--- src/dac_host_pkg.sv ---
package dac_host_pkg;
	localparam int DATA_W = 12;
	localparam int DATA_MSB = 11;
	localparam int DATA_LSB = 0;
	localparam logic CHAN_A = 1'b0;
	localparam logic CHAN_B = 1'b1;
	localparam int CLK_PERIOD_NS = 25;
	// Write timing, ns
	localparam int T_SEL_LOW_NS = 10;
	localparam int T_SEL_HIGH_NS = 7;
	localparam int T_ADDR_SETUP_NS = 10;
	localparam int T_DATA_SETUP_NS = 6;
	localparam int T_RW_HIGH_TO_SEL_NS = 5;
	// Readback timing, ns (maxima; host waits at least this long)
	localparam int T_ACCESS_NS = 35;
	localparam int T_RELINQUISH_NS = 10;
	// Least times round up
	localparam int SEL_LOW_CYC = (T_SEL_LOW_NS + CLK_PERIOD_NS - 1) / CLK_PERIOD_NS;
	localparam int SEL_HIGH_CYC = (T_SEL_HIGH_NS + CLK_PERIOD_NS - 1) / CLK_PERIOD_NS;
	localparam int SETUP_CYC = (T_ADDR_SETUP_NS + CLK_PERIOD_NS - 1) / CLK_PERIOD_NS;
	localparam int ACCESS_CYC = (T_ACCESS_NS + CLK_PERIOD_NS - 1) / CLK_PERIOD_NS;
	localparam int RELINQ_CYC = (T_RELINQUISH_NS + CLK_PERIOD_NS - 1) / CLK_PERIOD_NS;
	localparam int CNT_W = 4;
	localparam logic [3:0] CNT_ZERO = 4'h0;
endpackage

--- src/dac_host_timer.sv ---
`timescale 1ns/1ps
`default_nettype none
module dac_host_timer #(
	parameter int W = 4
) (
	input wire logic i_mclk,
	input wire logic i_rst,
	input wire logic i_load,
	input wire logic [W-1:0] i_count,
	output logic o_done
);
	logic [W-1:0] cnt_q;
	always_ff @(posedge i_mclk) begin
		if (i_rst) begin
			cnt_q <= '0;
		end else if (i_load) begin
			cnt_q <= i_count;
		end else if (cnt_q != '0) begin
			cnt_q <= cnt_q - 1'b1;
		end
	end
	// Done must not look at load: the sequencer's load reads done, and the pair would form a loop
	assign o_done = (cnt_q == '0);
endmodule
`default_nettype wire

--- src/dac_host_ctrl.sv ---
`timescale 1ns/1ps
`default_nettype none
// How it works
// - Channel select pin low picks channel A, high picks channel B.
// - Twelve data lines, bit 11 most significant down to bit 0.
// - Write: read/write low while select low; word captured into latch.
// - Read: read/write high while select low; device drives DAC register.
module dac_host_ctrl #(
	parameter int DATA_W = dac_host_pkg::DATA_W
) (
	input wire logic i_mclk,
	input wire logic i_rst,
	input wire logic i_wr_req,
	input wire logic i_rd_req,
	input wire logic i_load_req,
	input wire logic i_clear_req,
	input wire logic i_chan,
	input wire logic [DATA_W-1:0] i_wr_data,
	input wire logic i_auto_mode,
	output logic o_busy,
	output logic o_rd_valid,
	output logic [DATA_W-1:0] o_rd_data,
	input wire logic [DATA_W-1:0] i_parallel_data_bus,
	output logic [DATA_W-1:0] o_parallel_data_bus,
	output logic o_parallel_data_bus_oe,
	output logic o_dev_sel_n,
	output logic o_rd_wr_n,
	output logic o_chan_sel,
	output logic o_load_strobe_n,
	output logic o_clear_all_n
);
	typedef enum logic [3:0] {
		ST_IDLE, ST_SETUP, ST_WLOW, ST_RLOW, ST_RELINQ, ST_SELHIGH, ST_LOAD, ST_CLEAR
	} state_e;

	state_e state_q;
	logic tmr_load;
	logic [3:0] tmr_count;
	logic tmr_done;
	logic is_read_q;

	dac_host_timer #(.W(dac_host_pkg::CNT_W)) u_timer (
		.i_mclk(i_mclk),
		.i_rst(i_rst),
		.i_load(tmr_load),
		.i_count(tmr_count),
		.o_done(tmr_done)
	);

	function automatic logic [3:0] cyc(input int n);
		cyc = n[3:0];
	endfunction

	////////////////////////////////////////////////////////////////////////
	// Sequencer; the timer is loaded on every state change except ST_SELHIGH back to ST_IDLE
	always_comb begin
		tmr_load = 1'b0;
		tmr_count = dac_host_pkg::CNT_ZERO;
		case (state_q)
			ST_IDLE: begin
				if (i_clear_req || i_load_req || i_wr_req || i_rd_req) begin
					tmr_load = 1'b1;
					tmr_count = cyc(dac_host_pkg::SETUP_CYC);
				end
			end
			ST_SETUP: begin
				if (tmr_done) begin
					tmr_load = 1'b1;
					tmr_count = is_read_q ? cyc(dac_host_pkg::ACCESS_CYC) : cyc(dac_host_pkg::SEL_LOW_CYC);
				end
			end
			ST_WLOW, ST_LOAD, ST_CLEAR: begin
				if (tmr_done) begin
					tmr_load = 1'b1;
					tmr_count = cyc(dac_host_pkg::SEL_HIGH_CYC);
				end
			end
			ST_RLOW: begin
				if (tmr_done) begin
					tmr_load = 1'b1;
					tmr_count = cyc(dac_host_pkg::RELINQ_CYC);
				end
			end
			ST_RELINQ: begin
				if (tmr_done) begin
					tmr_load = 1'b1;
					tmr_count = cyc(dac_host_pkg::SEL_HIGH_CYC);
				end
			end
			default: begin
				tmr_load = 1'b0;
			end
		endcase
	end

	always_ff @(posedge i_mclk) begin
		if (i_rst) begin
			state_q <= ST_IDLE;
			is_read_q <= 1'b0;
		end else begin
			case (state_q)
				ST_IDLE: begin
					if (i_clear_req) begin
						state_q <= ST_CLEAR;
					end else if (i_load_req) begin
						state_q <= ST_LOAD;
					end else if (i_wr_req) begin
						state_q <= ST_SETUP;
						is_read_q <= 1'b0;
					end else if (i_rd_req) begin
						state_q <= ST_SETUP;
						is_read_q <= 1'b1;
					end
				end
				ST_SETUP: if (tmr_done) state_q <= is_read_q ? ST_RLOW : ST_WLOW;
				ST_WLOW: if (tmr_done) state_q <= ST_SELHIGH;
				ST_RLOW: if (tmr_done) state_q <= ST_RELINQ;
				ST_RELINQ: if (tmr_done) state_q <= ST_SELHIGH;
				ST_LOAD, ST_CLEAR: if (tmr_done) state_q <= ST_SELHIGH;
				ST_SELHIGH: if (tmr_done) state_q <= ST_IDLE;
				default: state_q <= ST_IDLE;
			endcase
		end
	end

	////////////////////////////////////////////////////////////////////////
	// Pin drivers, all registered
	always_ff @(posedge i_mclk) begin
		if (i_rst) begin
			o_dev_sel_n <= 1'b1;
			o_rd_wr_n <= 1'b1;
			o_chan_sel <= dac_host_pkg::CHAN_A;
			o_parallel_data_bus <= '0;
			o_parallel_data_bus_oe <= 1'b0;
		end else if (state_q == ST_IDLE && (i_wr_req || i_rd_req) && !i_clear_req && !i_load_req) begin
			o_chan_sel <= i_chan;
			// Read/write settles before select falls
			o_rd_wr_n <= !i_wr_req;
			o_parallel_data_bus <= i_wr_data;
			o_parallel_data_bus_oe <= i_wr_req;
		end else if (state_q == ST_SETUP && tmr_done) begin
			o_dev_sel_n <= 1'b0;
		end else if ((state_q == ST_WLOW || state_q == ST_RLOW) && tmr_done) begin
			// Data and read/write held past the rising edge where the device latches
			o_dev_sel_n <= 1'b1;
		end else if (state_q == ST_SELHIGH && tmr_done) begin
			o_parallel_data_bus_oe <= 1'b0;
			o_rd_wr_n <= 1'b1;
		end
	end

	// Strobe low in auto mode; otherwise a timed low pulse
	always_ff @(posedge i_mclk) begin
		if (i_rst) begin
			o_load_strobe_n <= 1'b1;
		end else if (i_auto_mode) begin
			o_load_strobe_n <= 1'b0;
		end else if (state_q == ST_IDLE && i_load_req && !i_clear_req) begin
			o_load_strobe_n <= 1'b0;
		end else if (state_q == ST_LOAD && tmr_done) begin
			o_load_strobe_n <= 1'b1;
		end else if (state_q != ST_LOAD) begin
			o_load_strobe_n <= 1'b1;
		end
	end

	always_ff @(posedge i_mclk) begin
		if (i_rst) begin
			o_clear_all_n <= 1'b1;
		end else if (state_q == ST_IDLE && i_clear_req) begin
			o_clear_all_n <= 1'b0;
		end else if (state_q == ST_CLEAR && tmr_done) begin
			o_clear_all_n <= 1'b1;
		end
	end

	// Readback sampled at end of access window, before select rises
	always_ff @(posedge i_mclk) begin
		if (i_rst) begin
			o_rd_data <= '0;
			o_rd_valid <= 1'b0;
		end else begin
			o_rd_valid <= 1'b0;
			if (state_q == ST_RLOW && tmr_done) begin
				o_rd_data <= i_parallel_data_bus;
				o_rd_valid <= 1'b1;
			end
		end
	end

	always_ff @(posedge i_mclk) begin
		if (i_rst) begin
			o_busy <= 1'b0;
		end else begin
			o_busy <= !(state_q == ST_IDLE && !(i_clear_req || i_load_req || i_wr_req || i_rd_req))
				&& !(state_q == ST_SELHIGH && tmr_done);
		end
	end

	////////////////////////////////////////////////////////////////////////
	property p_no_drive_in_read;
		@(posedge i_mclk) disable iff (i_rst) (o_rd_wr_n && !o_dev_sel_n) |-> !o_parallel_data_bus_oe;
	endproperty
	a_no_drive_in_read: assert property (p_no_drive_in_read) else $error("host drives bus during readback");

	property p_data_stable_at_latch;
		@(posedge i_mclk) disable iff (i_rst) ($rose(o_dev_sel_n) && !o_rd_wr_n)
			|-> ($stable(o_parallel_data_bus) && o_parallel_data_bus_oe && $stable(o_chan_sel));
	endproperty
	a_data_stable_at_latch: assert property (p_data_stable_at_latch) else $error("write data moved at latch edge");

	property p_write_drives;
		@(posedge i_mclk) disable iff (i_rst) (!o_dev_sel_n && !o_rd_wr_n) |-> o_parallel_data_bus_oe;
	endproperty
	a_write_drives: assert property (p_write_drives) else $error("write without bus drive");

	property p_rw_stable_in_sel;
		@(posedge i_mclk) disable iff (i_rst) (!o_dev_sel_n && !$past(o_dev_sel_n)) |-> $stable(o_rd_wr_n);
	endproperty
	a_rw_stable_in_sel: assert property (p_rw_stable_in_sel) else $error("read/write changed while selected");

	property p_clear_pulse_ends;
		@(posedge i_mclk) disable iff (i_rst) $fell(o_clear_all_n) |-> ##[1:4] o_clear_all_n;
	endproperty
	a_clear_pulse_ends: assert property (p_clear_pulse_ends) else $error("clear pulse stuck");

	property p_load_pulse_ends;
		@(posedge i_mclk) disable iff (i_rst) ($fell(o_load_strobe_n) && !i_auto_mode) |-> ##[1:4] (o_load_strobe_n || i_auto_mode);
	endproperty
	a_load_pulse_ends: assert property (p_load_pulse_ends) else $error("load pulse stuck");

	property p_auto_low;
		@(posedge i_mclk) disable iff (i_rst) i_auto_mode |=> !o_load_strobe_n;
	endproperty
	a_auto_low: assert property (p_auto_low) else $error("strobe high in auto mode");

	property p_rd_valid_in_read;
		@(posedge i_mclk) disable iff (i_rst) o_rd_valid |-> ($past(o_rd_wr_n) && !$past(o_dev_sel_n));
	endproperty
	a_rd_valid_in_read: assert property (p_rd_valid_in_read) else $error("read data outside readback");
endmodule
`default_nettype wire

--- config.mk ---
export PLATFORM = sky130hd
export DESIGN_NAME = dac_host_ctrl
export DESIGN_NICKNAME = d
export VERILOG_FILES = /design/src/dac_host_pkg.sv /design/src/dac_host_timer.sv /design/src/dac_host_ctrl.sv
export SDC_FILE = /design/constraint.sdc
export NUM_CORES = 1
export LEC_CHECK = 0
export BUFFER_PORTS_ARGS = -buffer_cell sky130_fd_sc_hd__buf_2
export CORE_ASPECT_RATIO = 2
export CORE_MARGIN = 2
export CORE_UTILIZATION = 48
export CTS_CLUSTER_DIAMETER = 60
export DETAILED_ROUTE_END_ITERATION = 16
export PLACE_DENSITY = 0.79
export SYNTH_ARGS = -nofsm -noshare
export SYNTH_HDL_FRONTEND = slang
export SYNTH_HIERARCHICAL = 1
export SYNTH_SLANG_ARGS = --single-unit
--- constraint.sdc ---
create_clock -name i_mclk -period 2.8 [get_ports i_mclk]
set_input_delay 0.56 -clock i_mclk [delete_from_list [all_inputs] [get_ports i_mclk]]
set_output_delay 0.56 -clock i_mclk [all_outputs]
set_load 0.02 [all_outputs]
==> results.py <==
metrics = {
    "cts": {
        "clk_path_buf_depth": 2,
        "post_cts_resize_count": 0,
        "clk_pin_slew_worst_paths_ns": 0.07,
        "post_cts_buffers": 0,
        "cts-root-buf": "sky130_fd_sc_hd__clkbuf_8",
        "clk-insertion-delay-late_ns": 0.28,
        "cts_tree": "yes",
        "postCtsHoldBufs": 0,
        "htree_levels": 2,
        "tritoncts_num_sinks": 40,
        "number_of_clock_buffers_inserted_by_tritoncts": 5,
    },
    "synthesis": {
        "postSynthCellCount": 186,
        "netlist.area_leader.share_pct": 48.6,
        "synthArstFlopShare_pct": 0,
        "ys.flop_type": "sky130_fd_sc_hd__dfxtp_1",
        "synthDistinctLibCells": 38,
        "synth_largest_area_cell": "sky130_fd_sc_hd__dfxtp_1",
        "ys_warn_count": 6,
        "synth-adder-area-share_pct": 0.759,
        "cell_types_with_the_highest_counts_after_synthesis": "sky130_fd_sc_hd__dfxtp_1 (40), sky130_fd_sc_hd__nand2_1 (33), sky130_fd_sc_hd__nor2_1 (23)",
        "ys_ff_latch": 40,
        "largest_family_of_logic_cells_by_synthesized_area": "simple AND/OR/NAND/NOR gates",
        "synth-xor-area-share_pct": 1.59,
        "yosys-top-cells-area": "sky130_fd_sc_hd__dfxtp_1 (49%), sky130_fd_sc_hd__mux2i_1 (7.9%), sky130_fd_sc_hd__nand2_1 (7.5%), sky130_fd_sc_hd__nor2_1 (5.2%), sky130_fd_sc_hd__a21oi_1 (4.2%)",
        "synth.yosys.seq_area_share_pct": 48.6,
        "postSynthAreaPerCell_um2": 8.87,
        "post_synth_mux_area_share_pct": 8.57,
        "synth_compound_gate_area_share_pct": 12.3,
        "synth-simple-area-share_pct": 23.6,
        "post-synth-top-count-cell": "sky130_fd_sc_hd__dfxtp_1",
        "post_synth_instance_area_mm2": 0.00165,
        "post_synth_edffs": 0,
    },
    "pwr": {
        "peakVddDrop_mv": 0.549,
        "power_frac_clock_pct": 20.3,
        "power.sequential.fraction_pct": 45.3,
        "p_int_mw": 1.06,
        "netSwitchingPower_mw": 0.576,
        "total_leakage_power_nw": 0.885,
        "pwr-share-comb_pct": 34.4,
        "power_density_mw_per_mm2": 801,
        "power.switching_fraction_pct": 35.2,
    },
    "timing": {
        "maximum_frequency_from_static_timing_analysis_ghz": 0.482,
        "timing.final.crit_period_ns": 2.07,
        "report.final.setup_viol": 0,
        "post-route-period-util_pct": 74.1,
        "maxSlewHeadroom_pct": 54.6,
        "setup_total_negative_slack_ns": 0,
        "worst-slew-pin-transition_ns": 0.680,
        "rsz_0062_raised_after_global_routing": "no",
        "finClkSkew_ns": 0.00547,
        "finalMaxSlewViolations": 0,
        "hold_violations": 0,
    },
    "status": {
        "outcome": "completed",
    },
    "placed_design": {
        "placedCellCount": 274,
        "place_hpwl_um": 2640,
        "gp_congestion": 0.854,
        "port_buffers": 63,
    },
    "cells_and_area": {
        "fillers": 305,
        "layout-drive-gt1-share_pct": 32.0,
        "multi_input_comb_area_um2": 779,
        "num-nets-final": 282,
        "post_layout_instance_count_excluding_filler_cells": 279,
        "seq_area_um2": 801,
        "n_antenna_cell": 0,
        "area_overhead_of_the_layout_relative_to_synthesis_pct": 23.8,
    },
    "setup_path": {
        "critPathLaunchType": "register",
        "delay_of_the_slowest_cell_on_the_worst_path_ns": 0.47,
        "timing.critical_path.mode_cell": "sky130_fd_sc_hd__nand2_1",
        "reg2reg_from": "u_timer/cnt_q[0]",
        "highest_net_fanout_along_the_worst_path": 12,
        "critPathArrivalTime_ns": 2.28,
        "worstSetupEndpointType": "register",
        "critical_path.startpoint": "u_timer/cnt_q[0]",
        "cpMaxStageDelayCell": "sky130_fd_sc_hd__nor3b_4",
        "cp_cell_sequence": "inv_1 > ha_1 > nor3b_4 > nand2_1 > nor3b_1 > buf_4 > nand2_1 > a21oi_1",
        "critical_path_required_ns": 3.01,
        "timing.setup.critical_path_class": "reg -> reg",
    },
    "route": {
        "firstDrtPassIters": 4,
        "drt-wirelength-per-cell_um": 12.7,
        "detail-route-antenna-nets": 0,
        "vias": 1481,
        "via_per_inst": 5.31,
        "wirelength_um": 3550,
        "drt_drc_violations_left": 0,
        "detailedRoute.firstIterationViolations": 40,
    },
    "die": {
        "io_pins": 64,
        "die-area_mm2": 0.00395,
        "die_h_um": 86.9,
        "die_span_x_um": 45.4,
        "core.rowCount": 30,
        "floorplan.initialDensity_pct": 49.4,
        "core_mm2": 0.00334,
    },
    "grt": {
        "grt_first_pass_wirelength_um": 5890,
        "globalRouteMet3Util_pct": 4.36,
        "vias_in_the_first_global_route": 1382,
        "gr-usage-met1_pct": 22.4,
        "top_usage_layer": "met2",
        "met2_resource_use_gr_pct": 33.2,
        "grt_total_ovfl": 0,
        "antenna_found_initial": 0,
        "grt_max_degree": 40,
        "grt.total_usage_pct": 20.0,
    },
    "worst_hold_path": {
        "min_from": "o_rd_data[3]",
        "timing.hold.worst.class": "reg -> reg",
    },
    "flow_run": {
        "maxCapViolations": 0,
    },
}
## power groups by stage
stage	logic, mW	clock network (mW)	registers (mW)
2_1_floorplan	0.438	0	0.752
3_3_place_gp	0.556	0	0.748
3_5_place_dp	0.565	0	0.751
4_1_cts	0.568	0.341	0.739
5_1_grt	0.625	0.368	0.752
6_report	0.562	0.331	0.741
## path summary, 6_finish.rpt
path                                endpoint  slack [ns]  cells past startpoint
worst min register to register  o_rd_data[3]        0.45                      2
worst max-delay path            o_rd_data[8]        0.73                      8
worst max register to register  o_rd_data[8]        0.73                      8
worst min-delay path            o_rd_data[3]        0.45                      2
## layer usage
layer | vias to the layer above | wire (um)
met2 | 50 | 1880
li1 | 752 | -
met5 | - | 0
met4 | 0 | 140
met1 | 663 | 1380
met3 | 16 | 143
## through the flow
step	area (um2)	util (%)	total power [mW]	worst slack [ns]	hold WS, ns
2_1_floorplan	1650	-	1.19	0.843	0.495
3_3_place_gp	1970	59.1	1.30	0.756	0.439
3_5_place_dp	1970	59.1	1.32	0.666	0.444
4_1_cts	2040	61.1	1.65	0.730	0.453
5_1_grt	2040	61.1	1.74	0.541	0.475
6_report	2040	61.1	1.64	0.726	0.449
## critical path, delay by kind of cell (launching register included)
kind                     cells  cell delay [ns]
AO/OA/AOI/OAI                1             0.12
adder cells (fa/ha/maj)      1             0.19
buffers and inverters        2             0.30
flip-flops                   1             0.32
AND/OR/NAND/NOR              4             1.07
## sequential cells by signal, indices dropped and copies added, names as in the netlist, 3 cells and up
signal and count:
o_parallel_data_bus 12, state_q 3, o_rd_data 12, u_timer/cnt_q 4
## cells by family after synthesis
logic type | after synthesis
flops | 40
simple gates | 78
fa+ha+maj | 1
other cells | 1
buf+inv | 15
xor+xnor | 3
compound gates | 34
mux | 14
## area by class of cell
cell class / count / share of cell area [%]
flip-flops and latches: 40 / 39.2
multi-input cells: 132 / 38.2
repair buffers: 66 / 16.5
clock buffers: 5 / 3.37
well taps: 32 / 1.96
inverters: 4 / 0.735
## placed cells by master, fill, tap and decap left out, types with 2 or more instances in the layout
| cell type | synthesis | layout |
|---|---|---|
| sky130_fd_sc_hd__buf_2 | 1 | 63 |
| sky130_fd_sc_hd__dfxtp_1 | 40 | 40 |
| sky130_fd_sc_hd__nand2_1 | 33 | 33 |
| sky130_fd_sc_hd__nor2_1 | 23 | 23 |
| sky130_fd_sc_hd__a21oi_1 | 14 | 14 |
| sky130_fd_sc_hd__mux2i_1 | 13 | 13 |
| sky130_fd_sc_hd__o21ai_0 | 8 | 8 |
| sky130_fd_sc_hd__nor3_1 | 5 | 5 |
| sky130_fd_sc_hd__clkbuf_8 | 0 | 5 |
| sky130_fd_sc_hd__inv_1 | 4 | 4 |
| sky130_fd_sc_hd__nor3b_1 | 3 | 3 |
| sky130_fd_sc_hd__a31oi_1 | 3 | 3 |
| sky130_fd_sc_hd__buf_4 | 0 | 3 |
| sky130_fd_sc_hd__nor4_1 | 2 | 2 |
| sky130_fd_sc_hd__nor3_2 | 2 | 2 |
| sky130_fd_sc_hd__xnor2_1 | 2 | 2 |
| sky130_fd_sc_hd__conb_1 | 1 | 2 |
| sky130_fd_sc_hd__o22ai_1 | 2 | 2 |
| sky130_fd_sc_hd__nor2b_1 | 2 | 2 |
Power figures use the tool's default switching activity.
